[config.mk]
export PLATFORM = sky130hd
export DESIGN_NAME = cvr_output_cfg
export DESIGN_NICKNAME = d
export VERILOG_FILES = /design/src/inc/cvr_pkg.sv /design/src/verilog/cvr_output_cfg.sv /design/src/verilog/cvr_sync.sv
export SDC_FILE = /design/constraint.sdc
export NUM_CORES = 2
export LEC_CHECK = 0
export BUFFER_PORTS_ARGS = -buffer_cell sky130_fd_sc_hd__buf_2
export CORE_MARGIN = 1
export CORE_UTILIZATION = 50
export CTS_CLUSTER_DIAMETER = 150
export DETAILED_ROUTE_END_ITERATION = 7
export GPL_TIMING_DRIVEN = 0
export PLACE_DENSITY_LB_ADDON = 0.05
export SYNTH_ARGS = -nofsm -noshare
export SYNTH_HDL_FRONTEND = slang
export SYNTH_SLANG_ARGS = --single-unit
[constraint.sdc]
create_clock -name clk_in -period 23.1 [get_ports clk_in]
set_input_delay 3.465 -clock clk_in [delete_from_list [all_inputs] [get_ports clk_in]]
set_output_delay 3.465 -clock clk_in [all_outputs]
set_load 0.03 [all_outputs]
[src/inc/cvr_pkg.sv]
package cvr_pkg;

	// command codes of the configuration words
	localparam int         NUM_WORDS    = 14;
	localparam logic [7:0] CMD_CEIL     = 8'h24;
	localparam logic [7:0] CMD_MUP      = 8'h25;
	localparam logic [7:0] CMD_MDN      = 8'h26;
	localparam logic [7:0] CMD_RAMP     = 8'h27;
	localparam logic [7:0] CMD_DROOP    = 8'h28;
	localparam logic [7:0] CMD_GAIN     = 8'h29;
	localparam logic [7:0] CMD_DIV      = 8'h2A;
	localparam logic [7:0] CMD_DUTY     = 8'h32;
	localparam logic [7:0] CMD_FREQ     = 8'h33;
	localparam logic [7:0] CMD_VON      = 8'h35;
	localparam logic [7:0] CMD_VOFF     = 8'h36;
	localparam logic [7:0] CMD_ILV      = 8'h37;
	localparam logic [7:0] CMD_CUR      = 8'h39;
	localparam logic [7:0] CMD_OV       = 8'h40;

	// storage index of each word, same order as the table below
	localparam logic [3:0] IDX_CEIL     = 4'h0;
	localparam logic [3:0] IDX_MUP      = 4'h1;
	localparam logic [3:0] IDX_MDN      = 4'h2;
	localparam logic [3:0] IDX_RAMP     = 4'h3;
	localparam logic [3:0] IDX_DROOP    = 4'h4;
	localparam logic [3:0] IDX_GAIN     = 4'h5;
	localparam logic [3:0] IDX_DIV      = 4'h6;
	localparam logic [3:0] IDX_DUTY     = 4'h7;
	localparam logic [3:0] IDX_FREQ     = 4'h8;
	localparam logic [3:0] IDX_VON      = 4'h9;
	localparam logic [3:0] IDX_VOFF     = 4'hA;
	localparam logic [3:0] IDX_ILV      = 4'hB;
	localparam logic [3:0] IDX_CUR      = 4'hC;
	localparam logic [3:0] IDX_OV       = 4'hD;

	localparam logic [7:0] CMD_TABLE [NUM_WORDS] = '{CMD_CEIL, CMD_MUP, CMD_MDN, CMD_RAMP, CMD_DROOP,
		CMD_GAIN, CMD_DIV, CMD_DUTY, CMD_FREQ, CMD_VON, CMD_VOFF, CMD_ILV, CMD_CUR, CMD_OV};

	localparam logic [15:0] WORD_RESET  = 16'h0000;
	localparam logic [7:0]  READ_FILL   = 8'hFF;

	// interleave word fields
	localparam int          ILV_GROUP_LSB = 8;
	localparam int          ILV_RAILS_LSB = 4;
	localparam int          ILV_POS_LSB   = 0;
	localparam int          ILV_FIELD_W   = 4;

	// output-voltage mode byte
	localparam int          MODE_SEL_LSB  = 5;
	localparam logic [2:0]  MODE_LINEAR   = 3'h0;

	// ceiling limit is strap * 11 / 10
	localparam logic [19:0] CEIL_NUM      = 20'h0_000B;
	localparam logic [19:0] CEIL_DEN      = 20'h0_000A;

	typedef enum logic [1:0] {
		MRG_NONE = 2'b00,
		MRG_UP   = 2'b01,
		MRG_DOWN = 2'b10
	} cvr_margin_t;

	typedef enum logic [2:0] {
		BS_IDLE = 3'b000,
		BS_RX   = 3'b001,
		BS_ACK  = 3'b010,
		BS_TX   = 3'b011,
		BS_RACK = 3'b100
	} cvr_bus_st_t;

	typedef enum logic [2:0] {
		PH_ADDR = 3'b000,
		PH_CMD  = 3'b001,
		PH_LO   = 3'b010,
		PH_HI   = 3'b011,
		PH_DONE = 3'b100
	} cvr_phase_t;

	typedef struct packed {
		logic       hit;
		logic [3:0] idx;
	} cvr_lookup_t;

	typedef struct packed {
		logic [15:0] ceiling;
		logic [15:0] margin_up;
		logic [15:0] margin_down;
		logic [15:0] ramp_rate;
		logic [15:0] load_line;
		logic [15:0] loop_gain;
		logic [15:0] sense_div;
		logic [15:0] duty_ceiling;
		logic [15:0] sw_rate;
		logic [15:0] vin_on;
		logic [15:0] vin_off;
		logic [3:0]  group_id;
		logic [3:0]  rails;
		logic [3:0]  position;
		logic [15:0] cur_offset;
		logic [15:0] ov_limit;
	} cvr_cfg_t;

	function automatic cvr_lookup_t cvr_cmd_lookup(input logic [7:0] cmd);
		cvr_lookup_t r;
		r.hit = 1'b0;
		r.idx = 4'h0;
		for (int i = 0; i < NUM_WORDS; i++) begin
			if (CMD_TABLE[i] == cmd) begin
				r.hit = 1'b1;
				r.idx = 4'(i);
			end
		end
		return r;
	endfunction

	// linear word to signed fixed point with 16 fraction bits
	function automatic logic signed [47:0] cvr_lin_to_fix(input logic [15:0] w);
		logic signed [47:0] m;
		logic [4:0]         sh;
		m  = {{37{w[10]}}, w[10:0]};
		sh = {~w[15], w[14:11]};
		return m <<< sh;
	endfunction

endpackage

[src/verilog/cvr_output_cfg.sv]
// How it works
// - 16-bit words by command code, word transfers
// - ceiling writes clamp to 110% of strap
// - margin-up word is target during margin up
// - margin-down word is target during margin down
// - target ramps toward set point at rate
// - droop word gives load-line slope
// - loop-scale word holds sense gain
// - monitor-scale word holds divider factor
// - duty-ceiling word limits switching duty
// - frequency word sets switching rate, kHz
// - start converting when input reaches turn-on
// - stop converting when input falls to turn-off
// - interleave bits 11:8 are group id
// - interleave bits 7:4 are unit count
// - interleave bits 3:0 set phase position
// - phase locks to common sync pin
// - current offset added to current readings
// - over-voltage word sets fault threshold
// - mode bits 000 select linear output-voltage format
`timescale 1ns/100ps
`default_nettype none

module cvr_output_cfg #(
	parameter logic [6:0]  BUS_ADDR   = 7'h10,
	parameter logic [15:0] CAL_OFFSET = 16'h0000,
	parameter int          PERIOD_W   = 16
) (
	// clock and reset
	input  wire logic                 clk_in,
	input  wire logic                 nrst_in,
	// bus pins
	input  wire logic                 scl_in,
	input  wire logic                 sda_in,
	output logic                      sda_out,
	output logic                      sda_oe_out,
	// operating inputs
	input  wire logic [15:0]          strap_vout_in,
	input  wire cvr_pkg::cvr_margin_t margin_in,
	input  wire logic [15:0]          nominal_in,
	input  wire logic                 ramp_step_in,
	input  wire logic [7:0]           vout_mode_in,
	input  wire logic [15:0]          vin_level_in,
	input  wire logic [15:0]          vout_sense_in,
	input  wire logic [15:0]          iout_raw_in,
	input  wire logic                 sync_pin_in,
	// configuration and derived state
	output cvr_pkg::cvr_cfg_t         cfg_out,
	output logic [15:0]               target_out,
	output logic                      vout_linear_out,
	output logic [4:0]                vout_exp_out,
	output logic                      converting_out,
	output logic                      ov_fault_out,
	output logic signed [47:0]        iout_corr_out,
	output logic                      phase_pulse_out,
	output logic                      sync_locked_out
);

	logic [2:0]            pins_s;
	logic                  scl_s;
	logic                  sda_s;
	logic                  sync_s;
	logic                  scl_d;
	logic                  sda_d;
	logic                  sync_d;
	logic                  start_c;
	logic                  stop_c;
	logic                  scl_rise;
	logic                  scl_fall;
	logic                  sync_rise;

	cvr_pkg::cvr_bus_st_t  bus_st;
	cvr_pkg::cvr_phase_t   phase;
	cvr_pkg::cvr_lookup_t  cmd_q;
	cvr_pkg::cvr_lookup_t  cmd_lk;
	logic [2:0]            bit_cnt;
	logic                  got8;
	logic [7:0]            rx_sh;
	logic [7:0]            tx_sh;
	logic                  acked;
	logic                  rd_mode;
	logic                  hi_sent;
	logic                  master_ack;
	logic [7:0]            wr_lo;
	logic [15:0]           rd_word;
	logic                  wr_stb;
	logic [3:0]            wr_idx;
	logic [15:0]           wr_data;
	logic                  byte_ack;
	logic [7:0]            next_tx;

	logic [15:0]           regs [cvr_pkg::NUM_WORDS];
	logic [15:0]           strap_q;
	logic                  strap_taken;
	logic [19:0]           ceil_lim;
	logic [15:0]           setpoint;

	logic [PERIOD_W-1:0]   per_cnt;
	logic [PERIOD_W-1:0]   period_q;
	logic                  edge_seen;
	logic                  fired;
	logic [PERIOD_W+3:0]   slot_now;
	logic [PERIOD_W+3:0]   slot_goal;

	cvr_sync #(
		.WIDTH (3)
	) u_sync (
		.clk_in   (clk_in),
		.nrst_in  (nrst_in),
		.async_in ({scl_in, sda_in, sync_pin_in}),
		.sync_out (pins_s)
	);

	assign scl_s  = pins_s[2];
	assign sda_s  = pins_s[1];
	assign sync_s = pins_s[0];

	always_ff @(posedge clk_in) begin
		if (!nrst_in) begin
			scl_d  <= 1'b1;
			sda_d  <= 1'b1;
			sync_d <= 1'b1;
		end else begin
			scl_d  <= scl_s;
			sda_d  <= sda_s;
			sync_d <= sync_s;
		end
	end

	assign start_c   = scl_s & scl_d & sda_d & ~sda_s;
	assign stop_c    = scl_s & scl_d & ~sda_d & sda_s;
	assign scl_rise  = scl_s & ~scl_d;
	assign scl_fall  = ~scl_s & scl_d;
	assign sync_rise = sync_s & ~sync_d;

	// per-byte acknowledge decision
	always_comb begin
		unique case (phase)
			cvr_pkg::PH_ADDR: byte_ack = (rx_sh[7:1] == BUS_ADDR) && (!rx_sh[0] || cmd_q.hit);
			cvr_pkg::PH_CMD:  byte_ack = cmd_lk.hit;
			cvr_pkg::PH_LO,
			cvr_pkg::PH_HI:   byte_ack = (cmd_q.idx != cvr_pkg::IDX_CUR);
			default:          byte_ack = 1'b0;
		endcase
	end

	assign next_tx = hi_sent ? cvr_pkg::READ_FILL : rd_word[15:8];
	assign cmd_lk = cvr_pkg::cvr_cmd_lookup(rx_sh);

	// bus byte engine; an open-drain line is only ever pulled low
	always_ff @(posedge clk_in) begin
		if (!nrst_in) begin
			bus_st     <= cvr_pkg::BS_IDLE;
			phase      <= cvr_pkg::PH_ADDR;
			cmd_q      <= '0;
			bit_cnt    <= 3'h0;
			got8       <= 1'b0;
			rx_sh      <= 8'h00;
			tx_sh      <= 8'h00;
			acked      <= 1'b0;
			rd_mode    <= 1'b0;
			hi_sent    <= 1'b0;
			master_ack <= 1'b0;
			wr_lo      <= 8'h00;
			rd_word    <= 16'h0000;
			wr_stb     <= 1'b0;
			wr_idx     <= 4'h0;
			wr_data    <= 16'h0000;
			sda_out    <= 1'b0;
			sda_oe_out <= 1'b0;
		end else begin
			wr_stb  <= 1'b0;
			sda_out <= 1'b0;
			if (start_c) begin
				bus_st     <= cvr_pkg::BS_RX;
				phase      <= cvr_pkg::PH_ADDR;
				bit_cnt    <= 3'h0;
				got8       <= 1'b0;
				sda_oe_out <= 1'b0;
			end else if (stop_c) begin
				bus_st     <= cvr_pkg::BS_IDLE;
				cmd_q.hit  <= 1'b0;
				sda_oe_out <= 1'b0;
			end else begin
				unique case (bus_st)
					cvr_pkg::BS_IDLE: begin
						sda_oe_out <= 1'b0;
					end
					cvr_pkg::BS_RX: begin
						if (scl_rise) begin
							rx_sh   <= {rx_sh[6:0], sda_s};
							bit_cnt <= bit_cnt + 3'h1;
							got8    <= (bit_cnt == 3'h7);
						end else if (scl_fall && got8) begin
							got8       <= 1'b0;
							acked      <= byte_ack;
							sda_oe_out <= byte_ack;
							bus_st     <= cvr_pkg::BS_ACK;
							if (byte_ack) begin
								unique case (phase)
									cvr_pkg::PH_ADDR: begin
										rd_mode <= rx_sh[0];
										rd_word <= regs[cmd_q.idx];
										phase   <= rx_sh[0] ? cvr_pkg::PH_DONE : cvr_pkg::PH_CMD;
									end
									cvr_pkg::PH_CMD: begin
										cmd_q <= cmd_lk;
										phase <= cvr_pkg::PH_LO;
									end
									cvr_pkg::PH_LO: begin
										wr_lo <= rx_sh;
										phase <= cvr_pkg::PH_HI;
									end
									default: begin
										wr_stb  <= 1'b1;
										wr_idx  <= cmd_q.idx;
										wr_data <= {rx_sh, wr_lo};
										phase   <= cvr_pkg::PH_DONE;
									end
								endcase
							end
						end
					end
					cvr_pkg::BS_ACK: begin
						if (scl_fall) begin
							bit_cnt <= 3'h0;
							if (!acked) begin
								bus_st     <= cvr_pkg::BS_IDLE;
								sda_oe_out <= 1'b0;
							end else if (rd_mode) begin
								bus_st     <= cvr_pkg::BS_TX;
								hi_sent    <= 1'b0;
								tx_sh      <= rd_word[7:0];
								sda_oe_out <= ~rd_word[7];
							end else begin
								bus_st     <= cvr_pkg::BS_RX;
								sda_oe_out <= 1'b0;
							end
						end
					end
					cvr_pkg::BS_TX: begin
						if (scl_fall) begin
							if (bit_cnt == 3'h7) begin
								sda_oe_out <= 1'b0;
								bus_st     <= cvr_pkg::BS_RACK;
								bit_cnt    <= 3'h0;
							end else begin
								tx_sh      <= {tx_sh[6:0], 1'b0};
								sda_oe_out <= ~tx_sh[6];
								bit_cnt    <= bit_cnt + 3'h1;
							end
						end
					end
					default: begin
						if (scl_rise) begin
							master_ack <= ~sda_s;
						end else if (scl_fall) begin
							if (master_ack) begin
								bus_st     <= cvr_pkg::BS_TX;
								hi_sent    <= 1'b1;
								tx_sh      <= next_tx;
								sda_oe_out <= ~next_tx[7];
							end else begin
								bus_st <= cvr_pkg::BS_IDLE;
							end
						end
					end
				endcase
			end
		end
	end

	// strap is caught once, after reset is released
	always_ff @(posedge clk_in) begin
		if (!nrst_in) begin
			strap_q     <= 16'h0000;
			strap_taken <= 1'b0;
		end else if (!strap_taken) begin
			strap_q     <= strap_vout_in;
			strap_taken <= 1'b1;
		end
	end

	assign ceil_lim = 20'((20'(strap_q) * cvr_pkg::CEIL_NUM) / cvr_pkg::CEIL_DEN);

	// word storage; the current offset word is factory set and never written
	always_ff @(posedge clk_in) begin
		if (!nrst_in) begin
			for (int i = 0; i < cvr_pkg::NUM_WORDS; i++) begin
				regs[i] <= (4'(i) == cvr_pkg::IDX_CUR) ? CAL_OFFSET : cvr_pkg::WORD_RESET;
			end
		end else if (wr_stb) begin
			if (wr_idx == cvr_pkg::IDX_CEIL && {4'h0, wr_data} > ceil_lim) begin
				regs[wr_idx] <= ceil_lim[15:0];
			end else begin
				regs[wr_idx] <= wr_data;
			end
		end
	end

	// registered copy so every output comes from a flop
	always_ff @(posedge clk_in) begin
		if (!nrst_in) begin
			cfg_out <= '0;
		end else begin
			cfg_out.ceiling      <= regs[cvr_pkg::IDX_CEIL];
			cfg_out.margin_up    <= regs[cvr_pkg::IDX_MUP];
			cfg_out.margin_down  <= regs[cvr_pkg::IDX_MDN];
			cfg_out.ramp_rate    <= regs[cvr_pkg::IDX_RAMP];
			cfg_out.load_line    <= regs[cvr_pkg::IDX_DROOP];
			cfg_out.loop_gain    <= regs[cvr_pkg::IDX_GAIN];
			cfg_out.sense_div    <= regs[cvr_pkg::IDX_DIV];
			cfg_out.duty_ceiling <= regs[cvr_pkg::IDX_DUTY];
			cfg_out.sw_rate      <= regs[cvr_pkg::IDX_FREQ];
			cfg_out.vin_on       <= regs[cvr_pkg::IDX_VON];
			cfg_out.vin_off      <= regs[cvr_pkg::IDX_VOFF];
			cfg_out.group_id     <= regs[cvr_pkg::IDX_ILV][cvr_pkg::ILV_GROUP_LSB +: cvr_pkg::ILV_FIELD_W];
			cfg_out.rails        <= regs[cvr_pkg::IDX_ILV][cvr_pkg::ILV_RAILS_LSB +: cvr_pkg::ILV_FIELD_W];
			cfg_out.position     <= regs[cvr_pkg::IDX_ILV][cvr_pkg::ILV_POS_LSB +: cvr_pkg::ILV_FIELD_W];
			cfg_out.cur_offset   <= regs[cvr_pkg::IDX_CUR];
			cfg_out.ov_limit     <= regs[cvr_pkg::IDX_OV];
		end
	end

	always_comb begin
		unique case (margin_in)
			cvr_pkg::MRG_UP:   setpoint = regs[cvr_pkg::IDX_MUP];
			cvr_pkg::MRG_DOWN: setpoint = regs[cvr_pkg::IDX_MDN];
			default:           setpoint = nominal_in;
		endcase
	end

	// one lsb per step pulse; the step generator paces itself from ramp_rate
	always_ff @(posedge clk_in) begin
		if (!nrst_in) begin
			target_out <= 16'h0000;
		end else if (ramp_step_in) begin
			if (target_out < setpoint) begin
				target_out <= target_out + 16'h0001;
			end else if (target_out > setpoint) begin
				target_out <= target_out - 16'h0001;
			end
		end
	end

	always_ff @(posedge clk_in) begin
		if (!nrst_in) begin
			vout_linear_out <= 1'b0;
			vout_exp_out    <= 5'h00;
		end else begin
			vout_linear_out <= (vout_mode_in[7:cvr_pkg::MODE_SEL_LSB] == cvr_pkg::MODE_LINEAR);
			vout_exp_out    <= vout_mode_in[4:0];
		end
	end

	// hysteresis: on and off thresholds are compared in fixed point
	always_ff @(posedge clk_in) begin
		if (!nrst_in) begin
			converting_out <= 1'b0;
		end else if (!converting_out) begin
			converting_out <= cvr_pkg::cvr_lin_to_fix(vin_level_in)
				>= cvr_pkg::cvr_lin_to_fix(regs[cvr_pkg::IDX_VON]);
		end else if (cvr_pkg::cvr_lin_to_fix(vin_level_in) <= cvr_pkg::cvr_lin_to_fix(regs[cvr_pkg::IDX_VOFF])) begin
			converting_out <= 1'b0;
		end
	end

	always_ff @(posedge clk_in) begin
		if (!nrst_in) begin
			ov_fault_out  <= 1'b0;
			iout_corr_out <= 48'sh0000_0000_0000;
		end else begin
			ov_fault_out  <= (vout_sense_in >= regs[cvr_pkg::IDX_OV]);
			iout_corr_out <= cvr_pkg::cvr_lin_to_fix(iout_raw_in)
				+ cvr_pkg::cvr_lin_to_fix(regs[cvr_pkg::IDX_CUR]);
		end
	end

	// phase slot reached when count*rails passes position*period
	assign slot_now  = (PERIOD_W+4)'(per_cnt) * (PERIOD_W+4)'(cfg_out.rails);
	assign slot_goal = (PERIOD_W+4)'(period_q) * (PERIOD_W+4)'(cfg_out.position);

	always_ff @(posedge clk_in) begin
		if (!nrst_in) begin
			per_cnt         <= '0;
			period_q        <= '0;
			edge_seen       <= 1'b0;
			fired           <= 1'b0;
			phase_pulse_out <= 1'b0;
			sync_locked_out <= 1'b0;
		end else if (sync_rise) begin
			per_cnt         <= '0;
			period_q        <= per_cnt;
			edge_seen       <= 1'b1;
			sync_locked_out <= edge_seen && (per_cnt != '1);
			// position zero is the clock source and fires on the edge itself
			fired           <= (cfg_out.position == 4'h0);
			phase_pulse_out <= (cfg_out.position == 4'h0);
		end else begin
			phase_pulse_out <= 1'b0;
			if (per_cnt == '1) begin
				sync_locked_out <= 1'b0;
				edge_seen       <= 1'b0;
			end else begin
				per_cnt <= per_cnt + 1'b1;
			end
			if (sync_locked_out && !fired && cfg_out.rails != 4'h0 && slot_now >= slot_goal) begin
				fired           <= 1'b1;
				phase_pulse_out <= 1'b1;
			end
		end
	end

endmodule

`default_nettype wire

[src/verilog/cvr_sync.sv]
`timescale 1ns/100ps
`default_nettype none

module cvr_sync #(
	parameter int WIDTH = 1
) (
	// clock and reset
	input  wire logic             clk_in,
	input  wire logic             nrst_in,
	// asynchronous levels in, synchronous levels out
	input  wire logic [WIDTH-1:0] async_in,
	output logic      [WIDTH-1:0] sync_out
);

	logic [WIDTH-1:0] stage1;

	// idle-high pins; reset to high so no false start is seen
	always_ff @(posedge clk_in) begin
		if (!nrst_in) begin
			stage1   <= '1;
			sync_out <= '1;
		end else begin
			stage1   <= async_in;
			sync_out <= stage1;
		end
	end

endmodule

`default_nettype wire

* Yosys cells after proc, flatten, opt, wreduce, memory -nomap -nowiden
Memories as Yosys holds them, arrays and structs flattened. A register that Yosys moved wholly into a read port is not among the register bits.
Cells that the tools add are included.
** Operators by class
- Bitwise gates (word level) :: 34
- Eq/ne operators :: 47
- Add/subtract/negate cells :: 5
- Multiply operators :: 3
- Muxes and demuxes :: 98
- $lt $le $gt $ge :: 7
- Divide/modulo/power cells :: 1
- Reductions and logical operators :: 67
- Shifts and indexed selects :: 5
** Operators by type and width (count)
- $sshl A11 B5 Y48 :: 5
- $eq A6 B8 Y1 const A :: 13
- $mux W5 :: 19
- $mux W16 :: 4
- $mux W7 :: 8
- $add A48 B48 Y48 :: 1
- $ge A48 B48 Y1 :: 1
- $le A48 B48 Y1 :: 1
- $mux W1 :: 42
- $mul A16 B4 Y20 :: 2
- $mux W3 :: 12
- $reduce_and A7 Y1 :: 5
- $add A16 B1 Y16 const B :: 2
- $pmux W16 S2 :: 1
- $not A1 Y1 :: 25
- $ne A4 B4 Y1 const B :: 6
- $reduce_and A8 Y1 :: 3
- $pmux W7 S3 :: 1
- $div A20 B4 Y20 const B :: 1
- $ge A20 B20 Y1 :: 1
- $gt A16 B20 Y1 :: 1
- $mul A16 B4 Y20 const B :: 1
- $ne A2 B2 Y1 const B :: 10
- $reduce_bool A2 Y1 :: 10
- 48 further kinds :: 92
** Word-level totals
- Input port bits :: 96
- Output and inout bits :: 296
- Flip-flop bits (word level) :: 294
- Memories :: 1
- ROM bits :: 0
- Bits in latches :: 0
- RAM bits :: 224
** Memories
- regs :: depth 14, width 16, rd ports 15, clocked after Yosys merged registers in 9, wr ports 14, line cvr_output_cfg.sv:92 : logic [15:0] regs [cvr_pkg::NUM_WORDS];

* Logic depth before layout (Yosys ltp)
- Word-level depth :: 21
- Mapped depth :: 58
- Gate-level depth less buffers :: 51

* Modules after synthesis
Synthesis repeated with hierarchy kept, for this count alone.
** Unflattened totals
- Cells, all modules :: 4668
- Area total of the unflattened synthesis :: 42401.9 um2
** By module, submodules not included
- cvr_output_cfg :: times used 1, seq. area each 16255.6 um2, cells each 4656, area each 42244.3 um2
- cvr_sync :: times used 1, seq. area each 120.1 um2, cells each 12, area each 157.7 um2

* Worst setup path before layout
Ideal clock, no wire load.
- Path type :: register to register
- Start point :: register strap_q[9]
- End point :: memory regs[14][10] (data pin)
- Clock period less this slack :: 10.833 ns
- Path slack :: 12.267 ns
- Arrival :: 10.564 ns
- Setup time :: 0.269 ns
- Path buffers :: 8
- Cell stages (with the launch flop) :: 57
- Required time :: 22.831 ns
- Cells stage by stage :: dfxtp_1 ha_1 inv_1 fa_1 inv_1 ha_1 buf_4 a21oi_1 and3b_1 a21bo_2 nand3_1 a21oi_1 a311oi_2 buf_4 mux2i_1 o22a_1 buf_4 a2bb2oi_1 [21 not listed] inv_1 ha_1 nor2b_1 o21a_1 o21ai_0 nand2b_1 a21oi_1 nand2_1 a21o_1 a21oi_1 o21ai_0 o2111ai_1 a21oi_1 nor2_1 buf_1 mux2i_1 clkbuf_1 inv_1
** RTL lines
- start, declared :: line cvr_output_cfg.sv:93 : logic [15:0] strap_q;
- start signal, assigned :: line cvr_output_cfg.sv:279 : strap_q <= strap_vout_in;
- end, declared :: line cvr_output_cfg.sv:92

==> metrics.md <==
| Metric | Value |
|---|---|
| Status | finished with violations |
| Violated checks | max-capacitance violations |
| Wire per inst | 22.7 um |
| Num Clock Sinks | 690 |
| Total track usage | 32.4% |
| Hold path start | u_sync.stage1[2] |
| Async SR Flop Fraction | 0% |
| CTS tree | built |
| DRT iter0 DRCs | 3,222 |
| Final hold slack | 409 ps |
| Pwr per Cell Area | 95.9 nW/um2 |
| Relative slew slack | 0.729% |
| Max_cap viols | 1 |
| Synth Warn # | 0 |
| Nets | 5,535 |
| Die Area | 86,400 um2 |
| Combinational share of power | 42.0% |
| Total internal power | 2.69 mW |
| Setup CP Type | flop to flop |
| Post-CTS Resized | 0 |
| Crit path capture type | flop |
| Layout cells sized above 1 | 13.9% |
| Cts bufs inserted | 77 |
| Crit path max-delay family | compound AO/OA/AOI/OAI gates |
| Setup Fix Bufs, Post-CTS | 0 |
| DRC errors left | 0 |
| Post-synth EDFFs | 256 |
| Core area | 84,000 um2 |
| Mean Syn Cell Area | 9.26 um2 |
| Top reg by flops | regs |
| CP Depth | 54 |
| Port buffer count | 385 |
| End of the worst register-to-register path | regs[8][10] |
| Worst vdd ir | 0.0894 mV |
| Hold Buf Count CTS | 0 |
| Endpoints failing hold | 0 |
| Endpoints failing setup | 0 |
| Ys flop type | dfxtp_1 |
| Crit-path max cell delay | 1230 ps |
| Post-synthesis net count | 5,070 |
| Net Sw Frac | 42.4% |
| Most frequent cells in the layout | nor2_1 (620), dfxtp_1 (434), buf_2 (391), nand2_1 (339), ha_1 (299) |
| Die width | 294 um |
| Fin. max-slew vios | 0 |
| Psw | 1.98 mW |
| Reg power frac | 29.8% |
| WHS Path Cells | 1 |
| Yosys reg bits | 690 |
| Antenna viol nets, final | 0 |
| Initial Utilization | 50.8% |
| Commonest non-fill, non-tap cell in the layout | nor2_1 |
| Post-synthesis sequential area ratio | 38.4% |
| Setup_tns | 0 ps |
| Largest net degree at the start of global routing | 18 |
| Worst reg2reg setup slack | 8860 ps |
| Critical Path Slowest Stage Cell | mux2i_1 |
| Fin crit period | 14,240 ps |
| Clock Path Buffers | 3 |
| Hold endpoint | u_sync.sync_out[2] |
| Via count of the first global-routing pass | 34,200 |
| Biggest regs | regs x256, cfg_out x220, iout_corr_out x48 |
| Clk_lat worst skew | 680 ps |
| RePlAce Congestion | 1.02 |
| Worst Path Arrival | 14,600 ps |
| Initial antenna violation count | 3 |
| Post-Route WL | 142,000 um |
| Unrepaired setup endpoints after global routing | false |
| Clock-pin slew on the worst setup and hold paths | 60 ps |
| Required time of the critical path | 23,460 ps |
| Critical path buffer and inverter count | 11 |
| H-tree depth | 3 |
| Leak | 21.0 nW |
| Max FFs per register | 256 |
| Area grow syn2layout | 14.4% |
| Max Clock Freq | 70.2 MHz |
| Die Ht | 294 um |
| Mapped Cells | 4,604 |
| Worst Max-Slew Pin Slew | 1450 ps |
| Reg2reg path depth | 54 |
| Ports | 392 |
| Post-DP HPWL | 112,000 um |
| Clock power frac | 28.2% |
| Fillers | 7,664 |
| Final Cycle Share | 61.6% |
| Mapped Area | 42,600 um2 |
| HP Class | flop to flop |
| Congestion Overflow GR | 0 |
| Vias per cell | 5.78 |
| DR vias | 36,200 |
| Synth unique cells | 121 |
| Standard-cell row count | 106 |
| CP Max Fanout | 10 |
| DRT Pass-1 Iters | 6 |
| Startpoint Class | flop |
| RR Startpoint | strap_q[9] |
| Clock root cell | clkbuf_16 |
| First-pass GRT wire length | 210,000 um |
| Max Clock Skew | 47.9 ps |
how the worst max path moves through the flow:
stage | start | to
after floorplan | strap_q[9] | regs[14][10]
after global placement | strap_q[9] | regs[8][9]
after detailed placement | strap_q[9] | regs[8][10]
after CTS | strap_q[9] | regs[8][10]
after global routing | strap_q[9] | regs[8][10]
final | strap_q[9] | regs[8][10]
synthesized netlist by cell type (12+ instances only):
| library cell | count | share of area (%) |
|---|---|---|
| a211oi_1 | 26 | 0.46 |
| a21o_1 | 71 | 1.3 |
| a21oi_1 | 295 | 3.5 |
| a22oi_1 | 32 | 0.56 |
| a31oi_1 | 23 | 0.34 |
| and2_1 | 272 | 4.0 |
| and3_1 | 23 | 0.34 |
| buf_1 | 28 | 0.25 |
| clkbuf_1 | 224 | 2.0 |
| dfxtp_1 | 434 | 20 |
| edfxtp_1 | 256 | 18 |
| fa_1 | 71 | 3.3 |
| ha_1 | 299 | 8.8 |
| inv_1 | 265 | 2.3 |
| mux2_2 | 34 | 0.90 |
| mux2i_1 | 194 | 4.6 |
| mux4_2 | 80 | 4.2 |
| nand2_1 | 339 | 3.0 |
| nand2b_1 | 80 | 1.2 |
| nand3_1 | 71 | 0.83 |
| nand4_1 | 39 | 0.57 |
| nor2_1 | 620 | 5.5 |
| nor2b_1 | 63 | 0.92 |
| nor3_1 | 80 | 0.94 |
| nor3b_1 | 17 | 0.30 |
| nor4_1 | 25 | 0.37 |
| o211ai_1 | 17 | 0.30 |
| o21a_1 | 16 | 0.28 |
| o21ai_0 | 229 | 2.7 |
| o21bai_1 | 18 | 0.32 |
| o22ai_1 | 21 | 0.31 |
| o31ai_1 | 18 | 0.32 |
| or3_1 | 12 | 0.18 |
| xnor2_1 | 64 | 1.3 |
| xor2_1 | 40 | 0.82 |
power groups by stage:
stage | Sequential, mW | Combinational (mW) | Clock, mW
after floorplan | 1.47 | 1.21 | 0
after global placement | 1.42 | 1.90 | 0
after detailed placement | 1.42 | 1.92 | 0
after CTS | 1.39 | 1.92 | 1.33
after global routing | 1.39 | 2.09 | 1.38
final | 1.39 | 1.96 | 1.32
metrics by stage:
stage | std cells | power, mW | util, % | setup slack [ps] | cell area [um2]
4_1_cts | 6266 | 4.65 | 58.0 | 9120 | 48700
3_3_place_gp | 6123 | 3.31 | 54.7 | 9110 | 46000
2_1_floorplan | 4604 | 2.68 | - | 12270 | 42600
5_1_grt | 6266 | 4.86 | 58.0 | 8300 | 48700
6_report | 6267 | 4.67 | 58.1 | 8860 | 48700
3_5_place_dp | 6124 | 3.33 | 54.8 | 9220 | 46000
kinds of logic after synthesis:
logic type	count (synthesis)	share of synthesized area, %
and+or+nand+nor	1672	18.7
AOI/OAI and AO/OA	910	13.8
DFF	690	38.4
buffers and inverters	542	4.94
adders and majority gates	373	12.2
muxes	310	9.74
xor gates and xnor gates	106	2.21
other	1	0.00880
layer usage:
| layer | global-route usage (%) | wire, um | vias to the layer above |
|---|---|---|---|
| li1 | - | - | 17100 |
| met1 | 42.9 | 59100 | 17400 |
| met2 | 52.0 | 65300 | 1499 |
| met3 | 5.14 | 11000 | 285 |
| met4 | 14.8 | 6980 | 0 |
| met5 | 0 | 0 | - |
layout make-up:
type / instances / area (um2) / share of cell area, %
Clock buffer: 104 / 2190 / 4.50
Buffer: 270 / 1080 / 2.21
Tap cell: 1134 / 1420 / 2.91
Inverter: 272 / 1030 / 2.11
Sequential cell: 690 / 16400 / 33.6
Clock inverter: 38 / 557 / 1.14
Antenna cell: 1 / 2.50 / 0.00513
Multi-Input combinational cell: 3372 / 24100 / 49.5
Timing Repair Buffer: 386 / 1940 / 3.98
(Power assumes the default switching activity.)
